<file path="src/common/psr_pkg.sv">
// Constants and types for the command interpreter block
// Contract
// [RULE1] Store command, bank 2: save user variable
// [RULE2] Bank 0 settings saved automatically when modified
// [RULE3] Restore command, bank 2: reload user variable
// [RULE4] Reload all user variables after power-up
// [RULE5] Home search type: 0 start, 1 stop, 2 query
// [RULE6] Home search state machine start, stop, query
// [RULE7] Query returns zero idle, non-zero running
// [RULE8] Set output drives addressed bank 2 line
// [RULE9] Host sends only 0 or 1 value
// [RULE10] Reply status 100 on success
// [RULE11] Nine-byte frame, value most significant first
// [RULE12] Banks: 0 settings, 2 user vars, 3 interrupts
// [RULE13] Checksum is low byte of sum
// [RULE14] Search-active flag set start, cleared stop/done
package psr_pkg;
  localparam logic [7:0] OP_STORE_UV = 8'h0b;
  localparam logic [7:0] OP_RESTORE_UV = 8'h0c;
  localparam logic [7:0] OP_HOME_SEARCH = 8'h0d;
  localparam logic [7:0] OP_SET_OUTPUT = 8'h0e;
  localparam logic [7:0] OP_SET_GLOBAL = 8'h09;
  localparam logic [7:0] BANK_SETTINGS = 8'h00;
  localparam logic [7:0] BANK_USER = 8'h02;
  localparam logic [7:0] BANK_IRQ = 8'h03;
  localparam logic [7:0] HS_START = 8'h00;
  localparam logic [7:0] HS_STOP = 8'h01;
  localparam logic [7:0] HS_QUERY = 8'h02;
  localparam logic [7:0] ST_OK = 8'h64;
  localparam logic [7:0] ST_BAD_CSUM = 8'h01;
  localparam logic [7:0] ST_BAD_CMD = 8'h02;
  localparam logic [7:0] ST_BAD_TYPE = 8'h03;
  localparam logic [7:0] ST_BAD_VALUE = 8'h04;
  localparam logic [3:0] FRAME_LEN = 4'd9;
  localparam int UV_COUNT = 8;
  localparam int SET_COUNT = 8;
  localparam int OUT_COUNT = 2;
  localparam logic [7:0] DEV_ADDR_DEF = 8'h01;
  localparam logic [7:0] HOST_ADDR_DEF = 8'h02;
  localparam logic [31:0] HS_RUNNING_VALUE = 32'h0000_0001;
  typedef enum logic [1:0] {PSR_IDLE, PSR_EXEC, PSR_REPLY} psr_state_type;
endpackage : psr_pkg

</file>
<file path="src/hw/psr_cmd.sv">
// Command interpreter: frame decode, user store, home search, outputs
`timescale 1ns/100ps
module psr_cmd import psr_pkg::*; (
  // Clock and reset
  input wire logic clk,
  input wire logic rst_b,
  // Frame bytes from the host
  input wire logic [7:0] rx_byte,
  input wire logic rx_valid,
  // Reply bytes to the host
  output logic [7:0] tx_byte,
  output logic tx_valid,
  // Home search engine
  input wire logic home_done,
  output logic home_active,
  // Digital outputs
  output logic [OUT_COUNT-1:0] dout
);
  // ---------------------------------------------------------------
  // Reset release
  // ---------------------------------------------------------------
  logic rst_s1_r, rst_s2_r;
  always_ff @(posedge clk or negedge rst_b) begin
    if (!rst_b) begin
      rst_s1_r <= 1'b0;
      rst_s2_r <= 1'b0;
    end else begin
      rst_s1_r <= 1'b1;
      rst_s2_r <= rst_s1_r;
    end
  end
  wire rst_n = rst_s2_r;

  function automatic logic [7:0] csum8(input logic [7:0] b [0:7]);
    logic [7:0] s;
    s = 8'h00;
    for (int i = 0; i < 8; i++) begin
      s = s + b[i];
    end
    return s;
  endfunction : csum8

  // ---------------------------------------------------------------
  // State
  // ---------------------------------------------------------------
  psr_state_type state_r, state_nxt;
  logic [7:0] frm_r [0:8];
  logic [7:0] frm_nxt [0:8];
  logic [3:0] cnt_r, cnt_nxt;
  logic [31:0] uv_r [0:UV_COUNT-1];
  logic [31:0] uv_nxt [0:UV_COUNT-1];
  logic [31:0] nv_r [0:UV_COUNT-1];
  logic [31:0] nv_nxt [0:UV_COUNT-1];
  logic [31:0] set_r [0:SET_COUNT-1];
  logic [31:0] set_nxt [0:SET_COUNT-1];
  logic [31:0] setnv_r [0:SET_COUNT-1];
  logic [31:0] setnv_nxt [0:SET_COUNT-1];
  logic [7:0] rep_r [0:8];
  logic [7:0] rep_nxt [0:8];
  logic [7:0] tx_byte_nxt;
  logic tx_valid_nxt, home_nxt, boot_r, boot_nxt;
  logic [OUT_COUNT-1:0] dout_nxt;

  // ---------------------------------------------------------------
  // Next-state logic
  // ---------------------------------------------------------------
  always_comb begin
    logic [7:0] hdr [0:7];
    logic [7:0] st, op, typ, bank;
    logic [31:0] val, rval;
    state_nxt = state_r;
    cnt_nxt = cnt_r;
    frm_nxt = frm_r;
    uv_nxt = uv_r;
    nv_nxt = nv_r;
    set_nxt = set_r;
    setnv_nxt = setnv_r;
    rep_nxt = rep_r;
    tx_byte_nxt = 8'h00;
    tx_valid_nxt = 1'b0;
    home_nxt = home_active;
    dout_nxt = dout;
    boot_nxt = 1'b0;
    st = ST_OK;
    rval = 32'h0;
    op = frm_r[1];
    typ = frm_r[2];
    bank = frm_r[3];
    val = {frm_r[4], frm_r[5], frm_r[6], frm_r[7]}; // see [RULE11]
    for (int i = 0; i < 8; i++) begin
      hdr[i] = frm_r[i];
    end
    // Done pulse ends the search; a start in the same cycle wins below
    if (home_done) begin
      home_nxt = 1'b0; // see [RULE14]
    end
    if (boot_r) begin
      uv_nxt = nv_r; // see [RULE4]
    end
    unique case (state_r)
      PSR_IDLE: begin
        if (rx_valid) begin
          frm_nxt[cnt_r] = rx_byte; // see [RULE11]
          if (cnt_r == FRAME_LEN - 4'd1) begin
            cnt_nxt = 4'd0;
            state_nxt = PSR_EXEC;
          end else begin
            cnt_nxt = cnt_r + 4'd1;
          end
        end
      end
      PSR_EXEC: begin
        if (csum8(hdr) != frm_r[8]) begin
          st = ST_BAD_CSUM; // see [RULE13]
        end else begin
          unique case (op)
            OP_STORE_UV: begin
              if (bank == BANK_USER && typ < 8'(UV_COUNT)) begin
                nv_nxt[typ[2:0]] = uv_r[typ[2:0]]; // see [RULE1]
              end else begin
                st = ST_BAD_TYPE; // see [RULE12]
              end
            end
            OP_RESTORE_UV: begin
              if (bank == BANK_USER && typ < 8'(UV_COUNT)) begin
                uv_nxt[typ[2:0]] = nv_r[typ[2:0]]; // see [RULE3]
              end else begin
                st = ST_BAD_TYPE;
              end
            end
            OP_SET_GLOBAL: begin
              if (bank == BANK_USER && typ < 8'(UV_COUNT)) begin
                uv_nxt[typ[2:0]] = val;
              end else if (bank == BANK_SETTINGS && typ < 8'(SET_COUNT)) begin
                set_nxt[typ[2:0]] = val;
                setnv_nxt[typ[2:0]] = val; // see [RULE2]
              end else begin
                st = ST_BAD_TYPE;
              end
            end
            OP_HOME_SEARCH: begin
              if (bank != 8'h00) begin
                st = ST_BAD_VALUE;
              end else if (typ == HS_START) begin
                home_nxt = 1'b1; // see [RULE5] [RULE6] [RULE14]
              end else if (typ == HS_STOP) begin
                home_nxt = 1'b0; // see [RULE6] [RULE14]
              end else if (typ == HS_QUERY) begin
                rval = home_active ? HS_RUNNING_VALUE : 32'h0; // see [RULE7]
              end else begin
                st = ST_BAD_TYPE;
              end
            end
            OP_SET_OUTPUT: begin
              // Values above 1 are refused rather than truncated
              if (bank != BANK_USER || typ >= 8'(OUT_COUNT)) begin
                st = ST_BAD_TYPE;
              end else if (val > 32'h1) begin
                st = ST_BAD_VALUE; // see [RULE9]
              end else begin
                dout_nxt[typ[0]] = val[0]; // see [RULE8]
              end
            end
            default: st = ST_BAD_CMD;
          endcase
        end
        rep_nxt[0] = HOST_ADDR_DEF;
        rep_nxt[1] = frm_r[0];
        rep_nxt[2] = st; // see [RULE10]
        rep_nxt[3] = op;
        rep_nxt[4] = rval[31:24];
        rep_nxt[5] = rval[23:16];
        rep_nxt[6] = rval[15:8];
        rep_nxt[7] = rval[7:0];
        rep_nxt[8] = HOST_ADDR_DEF + frm_r[0] + st + op + rval[31:24]
                     + rval[23:16] + rval[15:8] + rval[7:0]; // see [RULE13]
        state_nxt = PSR_REPLY;
      end
      PSR_REPLY: begin
        tx_valid_nxt = 1'b1;
        tx_byte_nxt = rep_r[cnt_r];
        if (cnt_r == FRAME_LEN - 4'd1) begin
          cnt_nxt = 4'd0;
          state_nxt = PSR_IDLE;
        end else begin
          cnt_nxt = cnt_r + 4'd1;
        end
      end
    endcase
  end

  // ---------------------------------------------------------------
  // Registers
  // ---------------------------------------------------------------
  // Non-volatile copies live in their own reset-free process below,
  // so a reset behaves like a power cycle and reloads user variables.
  always_ff @(posedge clk or negedge rst_n) begin
    if (!rst_n) begin
      state_r <= PSR_IDLE;
      cnt_r <= 4'd0;
      tx_byte <= 8'h00;
      tx_valid <= 1'b0;
      home_active <= 1'b0;
      dout <= '0;
      boot_r <= 1'b1;
      for (int i = 0; i < 9; i++) begin
        frm_r[i] <= 8'h00;
        rep_r[i] <= 8'h00;
      end
      for (int i = 0; i < UV_COUNT; i++) begin
        uv_r[i] <= 32'h0;
      end
      for (int i = 0; i < SET_COUNT; i++) begin
        set_r[i] <= 32'h0;
      end
    end else begin
      state_r <= state_nxt;
      cnt_r <= cnt_nxt;
      tx_byte <= tx_byte_nxt;
      tx_valid <= tx_valid_nxt;
      home_active <= home_nxt;
      dout <= dout_nxt;
      boot_r <= boot_nxt;
      frm_r <= frm_nxt;
      rep_r <= rep_nxt;
      uv_r <= uv_nxt;
      set_r <= set_nxt;
    end
  end

  // Stored copies survive reset; their power-on contents are undefined
  always_ff @(posedge clk) begin
    nv_r <= nv_nxt; // see [RULE4]
    setnv_r <= setnv_nxt;
  end

  // ---------------------------------------------------------------
  // Assertions
  // ---------------------------------------------------------------
  a_reply_len: assert property (@(posedge clk) disable iff (!rst_n) // see [RULE11]
    $rose(tx_valid) |=> tx_valid [*8] ##1 !tx_valid)
    else $error("reply is not nine bytes");
  a_store_copy: assert property (@(posedge clk) disable iff (!rst_n) // see [RULE1]
    (state_r == PSR_EXEC && op_ok(OP_STORE_UV)) |=> nv_r[$past(frm_r[2][2:0])] ==
      $past(uv_r[frm_r[2][2:0]]))
    else $error("store did not copy user variable");
  a_restore_copy: assert property (@(posedge clk) disable iff (!rst_n) // see [RULE3]
    (state_r == PSR_EXEC && op_ok(OP_RESTORE_UV)) |=> uv_r[$past(frm_r[2][2:0])] ==
      $past(nv_r[frm_r[2][2:0]]))
    else $error("restore did not reload user variable");
  a_home_start: assert property (@(posedge clk) disable iff (!rst_n) // see [RULE14]
    (state_r == PSR_EXEC && op_ok(OP_HOME_SEARCH) && frm_r[2] == HS_START) |=> home_active)
    else $error("start did not set search flag");
  a_home_stop: assert property (@(posedge clk) disable iff (!rst_n) // see [RULE6]
    (state_r == PSR_EXEC && op_ok(OP_HOME_SEARCH) && frm_r[2] == HS_STOP) |=> !home_active)
    else $error("stop did not clear search flag");
  a_query_val: assert property (@(posedge clk) disable iff (!rst_n) // see [RULE7]
    (state_r == PSR_EXEC && op_ok(OP_HOME_SEARCH) && frm_r[2] == HS_QUERY)
      |=> ((rep_r[7] != 8'h00) == $past(home_active)))
    else $error("query value wrong");
  a_out_set: assert property (@(posedge clk) disable iff (!rst_n) // see [RULE8]
    (state_r == PSR_EXEC && op_ok(OP_SET_OUTPUT) && frm_r[2] < 8'(OUT_COUNT)
      && frm_r[7] <= 8'h01 && {frm_r[4], frm_r[5], frm_r[6]} == 24'h00_0000)
      |=> dout[$past(frm_r[2][0])] == $past(frm_r[7][0]))
    else $error("output not driven");
  a_ok_status: assert property (@(posedge clk) disable iff (!rst_n) // see [RULE10]
    (state_r == PSR_EXEC && op_ok(OP_STORE_UV)) |=> rep_r[2] == ST_OK ##3 tx_byte == ST_OK)
    else $error("status not OK");

  function automatic logic op_ok(input logic [7:0] o);
    logic [7:0] h [0:7];
    for (int i = 0; i < 8; i++) begin
      h[i] = frm_r[i];
    end
    return frm_r[1] == o && csum8(h) == frm_r[8]
      && (o == OP_HOME_SEARCH ? frm_r[3] == 8'h00 : frm_r[3] == BANK_USER)
      && (o == OP_HOME_SEARCH || frm_r[2] < 8'(UV_COUNT));
  endfunction : op_ok
endmodule : psr_cmd

</file>
<file path="config.mk">
export PLATFORM = sky130hd
export DESIGN_NAME = psr_cmd
export DESIGN_NICKNAME = d
export VERILOG_FILES = /design/src/common/psr_pkg.sv /design/src/hw/psr_cmd.sv
export SDC_FILE = /design/constraint.sdc
export NUM_CORES = 1
export LEC_CHECK = 0
export BUFFER_PORTS_ARGS = -buffer_cell sky130_fd_sc_hd__buf_4
export CAP_MARGIN = 20
export CORE_ASPECT_RATIO = 0.5
export CORE_MARGIN = 1.5
export CORE_UTILIZATION = 50
export DETAILED_ROUTE_END_ITERATION = 8
export HOLD_SLACK_MARGIN = 0.03
export PLACE_DENSITY = 0.66
export SYNTH_ARGS = -nofsm -noshare
export SYNTH_HDL_FRONTEND = slang
export SYNTH_SLANG_ARGS = --single-unit
</file>
<file path="constraint.sdc">
create_clock -name clk -period 6.2 [get_ports clk]
set_input_delay 1.24 -clock clk [delete_from_list [all_inputs] [get_ports clk]]
set_output_delay 1.24 -clock clk [all_outputs]
set_load 0.02 [all_outputs]
</file>
==> After elaboration in Yosys (flattened, before gate mapping) <==
Index checks and enable logic that the tools add are counted.
{ "word_totals": {"register_bits": 157, "in_bits": 12, "out_inout_bits": 12, "wordCells": 128} }
{ "op_classes": {"add_sub_neg": 15, "n_lt_le_gt_ge": 7, "eq_ne": 16, "muxes": 45, "n_bitwise": 4, "n_reduce_logical": 15} }
{ "op_table": {"columns": ["cell", "n"], "rows": [
  ["$add A8 B8 Y8", 13],
  ["$bwmux W72", 1],
  ["$mux W7", 10],
  ["$eq A8 B4 Y1 const B", 5],
  ["$mux W8", 5],
  ["$bmux W8 S4", 1],
  ["$demux W8 S4", 1],
  ["$gt A32 B1 Y1 const B", 1],
  ["$mux W32", 1],
  ["$pmux W7 S4", 1],
  ["$eq A8 B2 Y1 const B", 2],
  ["$logic_not A8 Y1", 2],
  ["$mux W1", 16],
  ["$add A2 B8 Y8 const A", 1],
  ["$eq A8 B1 Y1 const B", 1],
  ["$ge A8 B2 Y1 const B", 1],
  ["$lt A8 B4 Y1 const B", 1],
  ["$mux W4", 2],
  ["$ne A8 B2 Y1 const B", 1],
  ["$ne A8 B8 Y1", 1],
  ["$pmux W4 S2", 1],
  ["$reduce_bool A8 Y1", 1],
  ["$mux W2", 3],
  ["$ne A2 B2 Y1 const B", 3],
  ["21 further kinds", 27]
]} }

==> Depth between registers and ports, before layout <==
{ "depth": {"ltp_word": 16, "depth_mapped": 27, "mapped_depth_nobuf": 27} }

==> Worst setup path after synthesis <==
Ideal clock, no wire load.
{ "synth_path": {"path_kind": "register -> register", "startpoint": "register frm_r[10] (netlist name)", "endpoint": "register rep_r[7] (netlist name)", "setup_time_ns": 0.135, "arrival_ns": 6.313, "setup_slack_ns": -0.248, "stages_incl_launch_ff": 25, "path_buffers": 0, "path_cell_list": "dfrtp_1 > fa_1 > inv_1 > fa_1 > fa_1 > fa_1 > inv_1 > ha_1 > inv_1 > fa_1 > xnor2_1 > nor4_1 > nand4_1 > nor2_1 > nand2_1 > fa_1 > inv_1 > ha_1 > fa_1 > a21o_1 > a21oi_1 > o21bai_1 > a21oi_1 > xnor2_1 > mux2i_1"} }
{ "synth_via": {"elab_chain_cells": 12} }
{ "synth_lines": {"columns": ["item", "line_no", "text"], "rows": [
  ["from (decl)", "psr_cmd.sv:47", "logic [7:0] frm_r [0:8];"],
  ["from (signal assigned)", "psr_cmd.sv:224", "frm_r <= frm_nxt;"],
  ["$gt A32 B1 Y1", "psr_cmd.sv:158", "end else if (val > 32'h1) begin"],
  ["$mux W7", "psr_cmd.sv:158", null],
  ["$mux W7", "psr_cmd.sv:156", "if (bank != BANK_USER || typ >= 8'(OUT_COUNT)) begin"],
  ["$pmux W7 S4", "psr_cmd.sv:116", "unique case (op)"],
  ["$mux W7", "psr_cmd.sv:113", "if (csum8(hdr) != frm_r[8]) begin"],
  ["$mux W8", "psr_cmd.sv:100", "unique case (state_r)"],
  ["$add A8 B8 Y8 (3 in a row)", "psr_cmd.sv:175", "rep_nxt[8] = HOST_ADDR_DEF + frm_r[0] + st + op + rval[31:24]"],
  ["$add A8 B8 Y8 (2 in a row)", "psr_cmd.sv:176", "+ rval[23:16] + rval[15:8] + rval[7:0];"],
  ["$add A8 B8 Y8 *", "psr_cmd.sv:176", null],
  ["to (signal assigned)", "psr_cmd.sv:225", "rep_r <= rep_nxt;"],
  ["to (decl)", "psr_cmd.sv:58", "logic [7:0] rep_r [0:8];"]
]} }
Mark *: on every way between the ends. The rest lies on a longest branch, timed or not. The select of a mux whose other input is x is not followed.
A chain may end at the register's enable or synchronous reset.

==> Worst setup path after layout <==
Same ends and word-level chain as after synthesis.

==> metrics.txt <==
# TYPE chip_impl_metric gauge
chip_impl_info{name="tritoncts",value="built"} 1
chip_impl_metric{name="dr_total_vias",unit=""} 4651
chip_impl_metric{name="cts_max_path_buffers",unit=""} 2
chip_impl_metric{name="final.period_utilization",unit=""} 1.01
chip_impl_metric{name="layout_cells_sized_above_1",unit=""} 0.321
chip_impl_metric{name="first_global_vias",unit=""} 4796
chip_impl_metric{name="numCtsBuffers",unit=""} 17
chip_impl_metric{name="io_pins",unit=""} 24
chip_impl_metric{name="row_count",unit=""} 30
chip_impl_metric{name="drv.max_cap_violation_count",unit=""} 0
chip_impl_metric{name="max-slew-margin-rel",unit=""} 0.293
chip_impl_info{name="worstSetupStartpointType",value="register"} 1
chip_impl_info{name="critPathKind",value="reg2reg"} 1
chip_impl_metric{name="synth_warnings",unit=""} 0
chip_impl_metric{name="drt_iter0_markers",unit=""} 353
chip_impl_metric{name="worst-slew-pin-transition",unit="ns"} 1.06
chip_impl_metric{name="syn_area_per_cell",unit="um2"} 11.9
chip_impl_info{name="failing_checks",value="negative setup slack"} 1
chip_impl_metric{name="synth-edff-count",unit=""} 0
chip_impl_metric{name="routabilityCongestion",unit=""} 0.854
chip_impl_metric{name="detail_route.vias_per_cell",unit=""} 5.34
chip_impl_metric{name="utilization",unit=""} 0.625
chip_impl_metric{name="initial_core_util",unit=""} 0.515
chip_impl_metric{name="die_width",unit="um"} 171
chip_impl_metric{name="worst_setup_hold_path_clk_slew",unit="ns"} 0.06
chip_impl_metric{name="worst_skew_pair.late_latency",unit="ns"} 0.41
chip_impl_metric{name="max_freq",unit="MHz"} 160
chip_impl_metric{name="final-setup-viol-count",unit=""} 2
chip_impl_info{name="outcome",value="finished with violations"} 1
chip_impl_metric{name="final_critical_path_setup_slack",unit="ns"} -0.0408
chip_impl_info{name="layout_commonest_cell",value="dfrtp_1"} 1
chip_impl_metric{name="synth_sequential_area_ratio",unit=""} 0.435
chip_impl_metric{name="post-route-drc-count",unit=""} 0
chip_impl_metric{name="critical_path.max_fanout",unit=""} 4
chip_impl_metric{name="grt_remaining_overflow",unit=""} 0
chip_impl_metric{name="floorplan.die_area",unit="um2"} 14800
chip_impl_info{name="synth-main-ff-cell",value="dfrtp_1"} 1
chip_impl_metric{name="grt_pass1_wl",unit="mm"} 26.0
chip_impl_metric{name="required",unit="ns"} 6.47
chip_impl_metric{name="antenna_found_initial",unit=""} 0
chip_impl_metric{name="drt_wl_total",unit="mm"} 16.1
chip_impl_metric{name="grt_usage",unit=""} 0.237
chip_impl_metric{name="combined_area_of_all_synthesized_cells",unit="um2"} 7010
chip_impl_metric{name="arrival",unit="ns"} 6.51
chip_impl_metric{name="final_max_slew_viol_count",unit=""} 0
chip_impl_info{name="ctsRootBufferMaster",value="clkbuf_16"} 1
chip_impl_metric{name="timing.clock.skew",unit="ns"} 0.00978
chip_impl_metric{name="hold_violations",unit=""} 0
chip_impl_metric{name="nNetsFinal",unit=""} 754
chip_impl_metric{name="final_cells",unit=""} 871
chip_impl_metric{name="syn_nets",unit=""} 678
chip_impl_metric{name="core_ar",unit="um2"} 13600
chip_impl_info{name="setup_repair_after_global_routing_missed_its_margin",value="true"} 1
chip_impl_metric{name="final_period_minus_worst_setup_slack",unit="ns"} 6.24
chip_impl_metric{name="quantity_of_hold_fixing_buffers_added_after_cts",unit=""} 0
chip_impl_metric{name="detail_route.first_pass.iterations",unit=""} 5
chip_impl_metric{name="num_antenna_cells",unit=""} 0
chip_impl_metric{name="ys_seq_elements",unit=""} 122
chip_impl_info{name="commonest_non_fill_non_tap_cells_in_the_layout",value="dfrtp_1, mux2_2, buf_4"} 1
chip_impl_metric{name="cts_num_sinks",unit=""} 122
chip_impl_metric{name="post-place-cells",unit=""} 830
chip_impl_metric{name="numPortBuffers",unit=""} 23
chip_impl_metric{name="grt_start_max_net_pins",unit=""} 78
chip_impl_metric{name="detailed_place_hpwl",unit="mm"} 11.6
chip_impl_metric{name="synthCells",unit=""} 590
chip_impl_metric{name="tns",unit="ns"} -0.0488
chip_impl_metric{name="drt.antenna.violating_nets",unit=""} 0
chip_impl_metric{name="die_h",unit="um"} 86.8
chip_impl_metric{name="cts-htree-levels",unit=""} 4
chip_impl_metric{name="asyncSetResetFlopFracSynth",unit=""} 1.00
chip_impl_metric{name="avgRoutedWirePerCell",unit="um"} 18.5
chip_impl_info{name="critPathCaptureType",value="register"} 1
chip_impl_info{name="min_path_type",value="reg2async"} 1
chip_impl_metric{name="synth_cell_type_count",unit=""} 50
chip_impl_metric{name="synthToLayoutAreaGrowth",unit="%"} 21.4
==> routing by layer <==
layer	GRT usage	part of all wire	up-vias	routed length, um
li1	-	-	2166	-
met2	0.363	0.45	116	7280
met1	0.342	0.48	2352	7750
met4	0.0628	0.010	0	164
met5	0	0	-	0
met3	0.0543	0.058	17	928
==> path summary, 6_finish.rpt <==
kind	end	slack, ns	cells past startpoint	startpoint
setup / recovery	rep_r[7]	-0.04	26	frm_r[10]
hold / removal	frm_r[38]	0.33	0	rst_n
setup reg to reg	rep_r[7]	-0.04	26	frm_r[10]
hold reg to reg	frm_r[38]	0.33	0	rst_n
max in group asynchronous	rep_r[5]	4.80	2	rst_n
min in group clk	rst_n	0.36	0	rst_s1_r
==> Yosys cell counts, types with 6 or more instances <==
| cell | instances | area (um2) |
|---|---|---|
| fa_1 | 45 | 901 |
| a21oi_1 | 17 | 85.1 |
| nor3_1 | 6 | 30.0 |
| mux2i_1 | 9 | 90.1 |
| clkbuf_1 | 10 | 37.5 |
| dfrtp_1 | 122 | 3050 |
| nor2_1 | 26 | 97.6 |
| nand3_1 | 6 | 30.0 |
| xnor2_1 | 19 | 166 |
| o21ai_0 | 28 | 140 |
| ha_1 | 31 | 388 |
| mux2_2 | 79 | 890 |
| nor4_1 | 14 | 87.6 |
| inv_1 | 68 | 255 |
| nand2_1 | 41 | 154 |
==> registers in the layout (all words and copies together), names as in the netlist <==
| register | count |
|---|---|
| state_r | 2 |
| tx_valid | 1 |
| tx_byte | 8 |
| frm_r | 72 |
| rep_r | 30 |
| home_active | 1 |
| rst_n | 1 |
| dout | 2 |
| rst_s1_r | 1 |
| cnt_r | 4 |
==> area by class of cell <==
cell class / instances / area (um2)
repair buffers: 69 / 546
multi-input cells: 387 / 3780
inverters: 69 / 259
well taps: 192 / 240
fillers: 1045 / 5110
flip-flops and latches: 122 / 3060
clock buffers: 19 / 443
clock inverters: 13 / 191
==> timing repair <==
item / in CTS / in global routing
setup buffers: 4 / 3
pin swaps: 22 / 31
resized for setup: 12 / 14
setup endpoints to repair: 4 / 5
==> critical path, cell delays in order (launching register included) <==
cell	delay, ns
dfrtp_1	0.40
fa_1	0.57
inv_2	0.04
fa_1	0.55
fa_1	0.43
fa_1	0.45
inv_2	0.09
ha_4	0.14
inv_2	0.04
fa_2	0.52
xnor2_1	0.11
nor4_1	0.07
nand4_1	0.09
buf_6	0.14
nor4_4	0.03
buf_4	0.16
fa_2	0.37
fa_1	0.54
inv_1	0.04
ha_2	0.18
fa_2	0.33
a21o_1	0.20
a21oi_2	0.15
o21bai_1	0.08
a21oi_1	0.15
xnor2_1	0.13
mux2i_1	0.09
==> cell families after synthesis <==
kind of cell    share of synthesized area
other cells                      0.000535
simple gates                       0.0949
buf+inv                            0.0433
compound gates                     0.0517
flops                               0.435
fa+ha+maj                           0.184
mux                                 0.146
xor+xnor                           0.0444
==> per-stage QoR <==
stage	setup WS, ns	hold slack [ns]	area, um2
after floorplan	0.0445	0.331	7040
after global placement	-0.0700	0.340	7690
after detailed placement	-0.174	0.344	7690
after CTS	-0.0316	0.358	8390
after global routing	-0.275	0.369	8520
final	-0.0408	0.326	8520
Power is not shown: default switching activity piles up to over one toggle a cycle in this logic, so the estimate is an artifact.
